<file path="src/logic/pipe_status_pkg.sv">
// Purpose: shared constants of the pipe status and frame number bank
// Assumes: 32-bit classic wishbone, word index = printed offset, byte address = 4 x index
// Notes: registers are 16 bits wide in the low half of the data word
package pipe_status_pkg;

  // ****************************************
  // register indexes (byte address is index times four)
  // ****************************************
  localparam logic [7:0] first_interrupt_status_idx = 8'h40;
  localparam logic [7:0] second_interrupt_status_idx = 8'h42;
  localparam logic [7:0] pipe_not_ready_status_idx = 8'h48;
  localparam logic [7:0] pipe_buffer_empty_status_idx = 8'h4a;
  localparam logic [7:0] frame_number_and_iso_errors_idx = 8'h4c;

  // ****************************************
  // field positions
  // ****************************************
  localparam int pipe_count = 8;
  localparam int pipe_flags_msb = 7;
  localparam int frame_refresh_summary_bit = 13;
  localparam int buffer_empty_summary_bit = 10;
  localparam int not_ready_summary_bit = 9;
  localparam int buffer_ready_summary_bit = 8;
  localparam int overrun_flag_bit = 15;
  localparam int receive_error_flag_bit = 14;
  localparam int frame_interrupt_mode_bit = 11;
  localparam int frame_number_msb = 10;

  // ****************************************
  // reset values
  // ****************************************
  localparam logic [7:0] pipe_flags_reset = 8'h00;
  localparam logic [10:0] frame_number_reset = 11'h000;
  localparam logic frame_interrupt_mode_reset = 1'b0;
  localparam logic [15:0] reg_zero = 16'h0000;

  // ****************************************
  // timing
  // ****************************************
  localparam int clk_period_ps = 8000;
  localparam int clear_spacing_ns = 100;
  localparam int clear_spacing_cycles =
    (clear_spacing_ns * 1000 + clk_period_ps - 1) / clk_period_ps;

endpackage

</file>
<file path="src/logic/usb_pipe_status_and_frame_number.sv">
// Purpose: per-pipe not-ready / buffer-empty status, interrupt summaries, frame number
// Assumes: all event inputs are one-cycle pulses synchronous to sys_clk
// Notes: wishbone answers one cycle after the request; ack drops the cycle after
`timescale 1ns/10ps
module usb_pipe_status_and_frame_number (
  input wire logic sys_clk,
  input wire logic rst,
  input wire logic wb_cyc_i,
  input wire logic wb_stb_i,
  input wire logic wb_we_i,
  input wire logic [31:0] wb_adr_i,
  input wire logic [3:0] wb_sel_i,
  input wire logic [31:0] wb_dat_i,
  output logic [31:0] wb_dat_o,
  output logic wb_ack_o,
  input wire logic [7:0] pipe_not_ready_event,
  input wire logic [7:0] pipe_buffer_empty_event,
  input wire logic buffer_ready_event,
  input wire logic sof_received,
  input wire logic [10:0] sof_frame_number,
  input wire logic sof_interp_tick,
  input wire logic sof_missing,
  input wire logic iso_rx_packet,
  input wire logic [2:0] iso_rx_pipe,
  input wire logic iso_rx_buffer_busy,
  input wire logic iso_rx_packet_error,
  input wire logic iso_in_token,
  input wire logic [2:0] iso_tx_pipe,
  input wire logic iso_tx_buffer_unwritten,
  output logic iso_rx_discard,
  output logic iso_tx_zero_length,
  output logic [3:0] summary_flags
);

  // ****************************************
  // bus slave
  // ****************************************
  logic ack_reg;
  logic [31:0] rdata_reg;
  logic req;
  logic wr_fire;
  logic [7:0] idx;
  logic lo_en;
  logic hi_en;

  assign req = wb_cyc_i & wb_stb_i;
  assign idx = wb_adr_i[9:2];
  // writes take effect at the edge where ack is seen high
  assign wr_fire = req & wb_we_i & ack_reg;
  assign lo_en = wb_sel_i[0];
  assign hi_en = wb_sel_i[1];
  assign wb_ack_o = ack_reg;
  assign wb_dat_o = rdata_reg;

  always_ff @(posedge sys_clk or posedge rst) begin
    if (rst) begin
      ack_reg <= 1'b0;
    end else begin
      ack_reg <= req & ~ack_reg;
    end
  end

  // ****************************************
  // register selects
  // ****************************************
  logic hit_first_status;
  logic hit_second_status;
  logic hit_not_ready;
  logic hit_buffer_empty;
  logic hit_frame;

  // only the word index takes part; other address bits are don't-care
  assign hit_first_status = (idx == pipe_status_pkg::first_interrupt_status_idx);
  assign hit_second_status = (idx == pipe_status_pkg::second_interrupt_status_idx);
  assign hit_not_ready = (idx == pipe_status_pkg::pipe_not_ready_status_idx);
  assign hit_buffer_empty = (idx == pipe_status_pkg::pipe_buffer_empty_status_idx);
  assign hit_frame = (idx == pipe_status_pkg::frame_number_and_iso_errors_idx);

  // ****************************************
  // decode of write-zero clears
  // ****************************************
  logic [7:0] not_ready_summary_flags;
  logic [7:0] buffer_empty_summary_flags;
  logic [7:0] not_ready_summary_clr;
  logic [7:0] buffer_empty_summary_clr;
  logic [7:0] not_ready_summary_set;
  logic [1:0] err_flags;
  logic [1:0] err_clr;
  logic [1:0] err_set;
  logic [1:0] irq_flags;
  logic [1:0] irq_clr;
  logic [1:0] irq_set;
  logic wr_not_ready_summary;
  logic wr_buffer_empty_summary;
  logic wr_frame;
  logic wr_summary;

  assign wr_not_ready_summary = wr_fire & hit_not_ready;
  assign wr_buffer_empty_summary = wr_fire & hit_buffer_empty;
  assign wr_frame = wr_fire & hit_frame;
  // either status register clears the shared frame-refresh and buffer-ready summary bits
  assign wr_summary = wr_fire & hi_en & (hit_first_status | hit_second_status);

  // the pipe registers back only the low byte; their upper byte writes go nowhere
  assign not_ready_summary_clr = {8{wr_not_ready_summary & lo_en}} & ~wb_dat_i[7:0];
  assign buffer_empty_summary_clr = {8{wr_buffer_empty_summary & lo_en}} & ~wb_dat_i[7:0];
  assign err_clr = {2{wr_frame & hi_en}} &
    ~{wb_dat_i[pipe_status_pkg::overrun_flag_bit],
      wb_dat_i[pipe_status_pkg::receive_error_flag_bit]};
  assign irq_clr = {2{wr_summary}} &
    ~{wb_dat_i[pipe_status_pkg::frame_refresh_summary_bit],
      wb_dat_i[pipe_status_pkg::buffer_ready_summary_bit]};

  // ****************************************
  // isochronous error handling
  // ****************************************
  logic rx_overrun;
  logic rx_error;
  logic tx_underrun;
  logic [7:0] iso_not_ready_summary;

  assign rx_overrun = iso_rx_packet & iso_rx_buffer_busy;
  assign rx_error = iso_rx_packet & iso_rx_packet_error & ~iso_rx_buffer_busy;
  assign tx_underrun = iso_in_token & iso_tx_buffer_unwritten;

  always_comb begin
    iso_not_ready_summary = 8'h00;
    if (rx_overrun | rx_error) begin
      iso_not_ready_summary[iso_rx_pipe] = 1'b1;
    end
    if (tx_underrun) begin
      iso_not_ready_summary[iso_tx_pipe] = 1'b1;
    end
  end

  assign not_ready_summary_set = pipe_not_ready_event | iso_not_ready_summary;
  assign err_set = {rx_overrun | tx_underrun, rx_error};

  // one-cycle strobes; the serial engine acts on each high cycle, so no stretching
  always_ff @(posedge sys_clk or posedge rst) begin
    if (rst) begin
      iso_rx_discard <= 1'b0;
    end else begin
      iso_rx_discard <= rx_overrun | rx_error;
    end
  end

  always_ff @(posedge sys_clk or posedge rst) begin
    if (rst) begin
      iso_tx_zero_length <= 1'b0;
    end else begin
      iso_tx_zero_length <= tx_underrun;
    end
  end

  // ****************************************
  // flag banks
  // ****************************************
  sticky_flags #(.width(8)) u_not_ready_summary (
    .sys_clk(sys_clk),
    .rst(rst),
    .set(not_ready_summary_set),
    .clr(not_ready_summary_clr),
    .flags(not_ready_summary_flags)
  );

  sticky_flags #(.width(8)) u_buffer_empty_summary (
    .sys_clk(sys_clk),
    .rst(rst),
    .set(pipe_buffer_empty_event),
    .clr(buffer_empty_summary_clr),
    .flags(buffer_empty_summary_flags)
  );

  sticky_flags #(.width(2)) u_err (
    .sys_clk(sys_clk),
    .rst(rst),
    .set(err_set),
    .clr(err_clr),
    .flags(err_flags)
  );

  sticky_flags #(.width(2)) u_irq (
    .sys_clk(sys_clk),
    .rst(rst),
    .set(irq_set),
    .clr(irq_clr),
    .flags(irq_flags)
  );

  // ****************************************
  // frame number and refresh interrupt
  // ****************************************
  logic mode_reg;
  logic [10:0] frame_reg;
  logic frame_refresh;

  always_ff @(posedge sys_clk or posedge rst) begin
    if (rst) begin
      mode_reg <= pipe_status_pkg::frame_interrupt_mode_reset;
    end else if (wr_frame & hi_en) begin
      mode_reg <= wb_dat_i[pipe_status_pkg::frame_interrupt_mode_bit];
    end
  end

  // software has no path into the frame number; a missed frame keeps the old one
  always_ff @(posedge sys_clk or posedge rst) begin
    if (rst) begin
      frame_reg <= pipe_status_pkg::frame_number_reset;
    end else if (sof_received) begin
      frame_reg <= sof_frame_number;
    end
  end

  always_comb begin
    if (mode_reg) begin
      frame_refresh = sof_missing;
    end else begin
      frame_refresh = sof_received | sof_interp_tick;
    end
  end

  assign irq_set = {frame_refresh, buffer_ready_event};

  // ****************************************
  // read side
  // ****************************************
  logic [15:0] summary_word;
  logic [15:0] frame_word;
  logic [15:0] read_word;

  always_comb begin
    summary_word = pipe_status_pkg::reg_zero;
    summary_word[pipe_status_pkg::frame_refresh_summary_bit] = irq_flags[1];
    summary_word[pipe_status_pkg::buffer_empty_summary_bit] = |buffer_empty_summary_flags;
    summary_word[pipe_status_pkg::not_ready_summary_bit] = |not_ready_summary_flags;
    summary_word[pipe_status_pkg::buffer_ready_summary_bit] = irq_flags[0];
  end

  always_comb begin
    frame_word = pipe_status_pkg::reg_zero;
    frame_word[pipe_status_pkg::overrun_flag_bit] = err_flags[1];
    frame_word[pipe_status_pkg::receive_error_flag_bit] = err_flags[0];
    frame_word[pipe_status_pkg::frame_interrupt_mode_bit] = mode_reg;
    frame_word[pipe_status_pkg::frame_number_msb:0] = frame_reg;
  end

  always_comb begin
    read_word = pipe_status_pkg::reg_zero;
    if (hit_first_status) begin
      read_word = summary_word;
    end else if (hit_second_status) begin
      read_word = summary_word;
    end else if (hit_not_ready) begin
      read_word = {8'h00, not_ready_summary_flags};
    end else if (hit_buffer_empty) begin
      read_word = {8'h00, buffer_empty_summary_flags};
    end else if (hit_frame) begin
      read_word = frame_word;
    end
  end

  // data is captured as ack rises, so it shows state one cycle before the ack edge
  always_ff @(posedge sys_clk or posedge rst) begin
    if (rst) begin
      rdata_reg <= 32'h00000000;
    end else if (req & ~ack_reg) begin
      rdata_reg <= {16'h0000, read_word};
    end
  end

  always_ff @(posedge sys_clk or posedge rst) begin
    if (rst) begin
      summary_flags <= 4'h0;
    end else begin
      summary_flags <= {irq_flags[1], |buffer_empty_summary_flags, |not_ready_summary_flags, irq_flags[0]};
    end
  end

endmodule

</file>
<file path="src/logic/sticky_flags.sv">
// Purpose: bank of sticky flags, hardware sets, software clears
// Assumes: set and clear are one-cycle strobes
// Notes: set wins over clear in the same cycle
`timescale 1ns/10ps
module sticky_flags #(
  parameter int width = 8
) (
  input wire logic sys_clk,
  input wire logic rst,
  input wire logic [width-1:0] set,
  input wire logic [width-1:0] clr,
  output logic [width-1:0] flags
);

  // a clear in the same cycle as an event must not lose the event
  always_ff @(posedge sys_clk or posedge rst) begin
    if (rst) begin
      flags <= '0;
    end else begin
      flags <= set | (flags & ~clr);
    end
  end

endmodule

</file>
<file path="config.mk">
export PLATFORM = sky130hd
export DESIGN_NAME = usb_pipe_status_and_frame_number
export DESIGN_NICKNAME = d
export VERILOG_FILES = /design/src/logic/pipe_status_pkg.sv /design/src/logic/usb_pipe_status_and_frame_number.sv /design/src/logic/sticky_flags.sv
export SDC_FILE = /design/constraint.sdc
export NUM_CORES = 1
export LEC_CHECK = 0
export ABC_CLOCK_PERIOD_IN_PS = 4000
export BUFFER_PORTS_ARGS = -buffer_cell sky130_fd_sc_hd__buf_4
export CAP_MARGIN = 0
export CELL_PAD_IN_SITES_DETAIL_PLACEMENT = 1
export CELL_PAD_IN_SITES_GLOBAL_PLACEMENT = 2
export CORE_MARGIN = 4
export CORE_UTILIZATION = 26
export CTS_BUF_LIST = sky130_fd_sc_hd__clkbuf_4 sky130_fd_sc_hd__clkbuf_8 sky130_fd_sc_hd__clkbuf_16
export DETAILED_ROUTE_END_ITERATION = 7
export MAX_ROUTING_LAYER = met4
export PLACE_DENSITY = 0.9
export SETUP_SLACK_MARGIN = 0.05
export SYNTH_ARGS = -nofsm -noshare
export SYNTH_HDL_FRONTEND = slang
export SYNTH_HIERARCHICAL = 1
export SYNTH_SLANG_ARGS = --single-unit
</file>
<file path="constraint.sdc">
create_clock -name sys_clk -period 4 [get_ports sys_clk]
set_clock_uncertainty 0.15 [all_clocks]
set_input_delay 0.8 -clock sys_clk [delete_from_list [all_inputs] [get_ports sys_clk]]
set_output_delay 0.8 -clock sys_clk [all_outputs]
set_load 0.05 [all_outputs]
</file>
==> results.cfg <==
[synthesis]
synth.avg_cell_area_um2 = 9.40
synthCells = 288
ys_seq_area_frac = 0.499
netlist-cell-type-count = 34
synth_area_um2 = 2710
synth_top_area_share = 0.499
synth_area_leaders = dfrtp_1 50%, a21o_1 5.5%, buf_4 4.7%
ys_warn_count = 6
synth-seq-cells = 54
yosys.area.top_type = dfrtp_1

[clock_tree]
numCtsBuffers = 5
clock-sinks = 54
postCtsSetupBuffers = 0
clk_latency_ns = 0.32
htreeDepth = 2
cts_tree = yes
clkTransAtPathRegs_ns = 0.10
cts_root_buf = clkbuf_8
ctsHoldBuffers = 0
cts_resized = 0
clk_path_buf_depth = 2

[job]
max-cap-violations = 0

[grt]
overflow = 0
grt_max_degree = 22
antenna_found_initial = 0
grt_pass1_vias = 2676
grt_pass1_wl_mm = 13.2
grt_util_all_layers = 0.147

[finish]
n_fill_cell = 1165
fin_nets = 493
drive_above_1_share = 0.296
areaGrowthSynthToFinish_pct = 32.3
antenna_cells = 0
largest_reg_flops = 15

[setup_path]
crit_slowest_cell = or4b_4
cpPeakStageDelay_ns = 0.58
startpoint_type = primary input
crit_type = primary input to flop
cp_top_family = simple AND/OR/NAND/NOR gates
arrival_ns = 2.74
crit_fanout = 8
critPathCaptureType = flop
crit_buf_inv = 2
path_cells = buf_4 -> or4b_4 -> nor4_4 -> nand4_1 -> nor2_1 -> inv_1 -> a21o_1
cp.required_ns = 4.05

[outcome]
status = completed

[routing]
dr.pass1.iters = 4
vias = 2380
ant_nets = 0
wl_mm = 8.59
avgViaCountPerCell = 4.65
post_drt_wl_per_cell_um = 16.8
drt_iter0_drc = 74
drc = 0

[min_path]
hold_class = primary input to asynchronous set/reset pin

[floorplanning]
core_um2 = 9950
start_util = 0.272
num_rows = 36
die-area_um2 = 12100
die_h_um = 110
die_x_um = 110
pin_count = 154

[power]
peakVddDrop_uv = 156
power.density_nw_per_um2 = 342
p_leak_nw = 1.55
finalPower_w = 0.00123

[placed_design]
portBuffers = 91
dpl.hpwl_mm = 6.96
place_congestion = 0.814
place_ws_ns = 0.969

[sta]
tns_ns = 0
rsz0062_at_grt = no
fmax_mhz = 373
slew_violations = 0
worst_pin_slew_ns = 0.767
post-route-period-util = 0.671
hold_violations = 0
relSlewSlack = 0.484
setup_violations = 0
worst_slack_ns = 1.32
min_period_ns = 2.68
per-layer routing:
layer | part of all wire | track usage
met4 | 0.014 | 0.0436
met2 | 0.49 | 0.240
met5 | 0 | -
met1 | 0.43 | 0.185
met3 | 0.062 | 0.0274
cells in the mapped netlist:
master	count
a21o_1	20
mux2_2	8
or4b_4	1
nor2b_1	4
or4_1	1
clkbuf_1	7
nor3_1	2
nor4_4	1
nor2_1	32
nand4b_1	1
conb_1	1
nand2_1	23
buf_2	1
nand4_1	1
dfrtp_1	54
nand2b_1	10
or4b_1	1
a21oi_1	16
o21ai_0	12
nor3b_2	1
buf_4	17
nand3_1	7
nor4_1	5
and3_1	1
a31oi_1	2
a22o_1	4
a221o_1	2
nor3b_1	4
o32ai_1	8
nand3b_1	2
o31ai_1	3
a32oi_1	3
inv_1	32
buf_1	1
through the flow:
step	area (µm²)	util	cells	hold WS (ns)
6_report	3580	0.360	512	0.230
5_1_grt	3580	0.360	512	0.227
4_1_cts	3580	0.360	512	0.227
3_5_place_dp	3470	0.348	504	0.241
3_3_place_gp	3470	0.348	504	0.245
2_1_floorplan	2770	-	304	0.224
worst register-to-register path, cell delays in order (launching register included):
cell      delay, ns
dfrtp_1        0.43
nand3b_1       0.51
nor4_1         0.83
buf_4          0.24
a22o_1         0.12
cell type report:
cell class | instances | area [µm²] | share of cell area
Inverter | 32 | 120 | 0.0335
Clock inverter | 3 | 43.8 | 0.0122
Multi-Input combinational cell | 192 | 1130 | 0.316
Timing Repair Buffer | 93 | 698 | 0.195
Sequential cell | 54 | 1350 | 0.377
Tap cell | 133 | 166 | 0.0465
Clock buffer | 5 | 68.8 | 0.0192
worst paths after layout:
path / start / to / slack (ns) / depth (start not counted)
worst min register to register: u_irq/flags[1] / summary_flags[3] / 0.27 / 0
worst max register to register: wb_ack_o / wb_dat_o[11] / 1.65 / 4
max in group asynchronous: rst / frame_reg[5] / 2.60 / 3
min in group sys_clk: u_irq/flags[1] / summary_flags[3] / 0.27 / 0
worst max-delay path: wb_adr_i[6] / u_buffer_empty_summary/flags[1] / 1.32 / 7
worst min-delay path: rst / u_err/flags[0] / 0.23 / 2
cells in the final DEF (no fill, tap or decap), types with 2 or more instances in the layout:
cell type,synthesis,layout
nand2b_1,10,10
nor3b_1,4,4
a32oi_1,3,3
nand3_1,7,7
o21ai_0,12,12
clkbuf_8,0,5
nand3b_1,2,2
a221o_1,2,2
conb_1,1,17
dfrtp_1,54,54
nand2_1,23,23
nor2_1,32,32
mux2_2,8,8
o32ai_1,8,8
nor2b_1,4,4
o31ai_1,3,3
a31oi_1,2,2
a21oi_1,16,16
inv_1,32,32
a22o_1,4,4
nor3_1,2,2
buf_4,17,93
nor4_1,5,5
a21o_1,20,20
logic make-up after synthesis:
kind of cell | Yosys count | synth area share
other | 1 | 0.00139
and+or+nand+nor | 97 | 0.185
muxes | 8 | 0.0333
buffers and inverters | 58 | 0.104
AOI/OAI and AO/OA | 70 | 0.176
DFF | 54 | 0.499
report_power, final:
part           leakage, nW  switching, W  internal (W)
clock network       0.0585      0.000196      0.000188
registers            0.586     0.0000167      0.000570
logic                0.908      0.000164     0.0000909
Power figures use the tool's default switching activity.
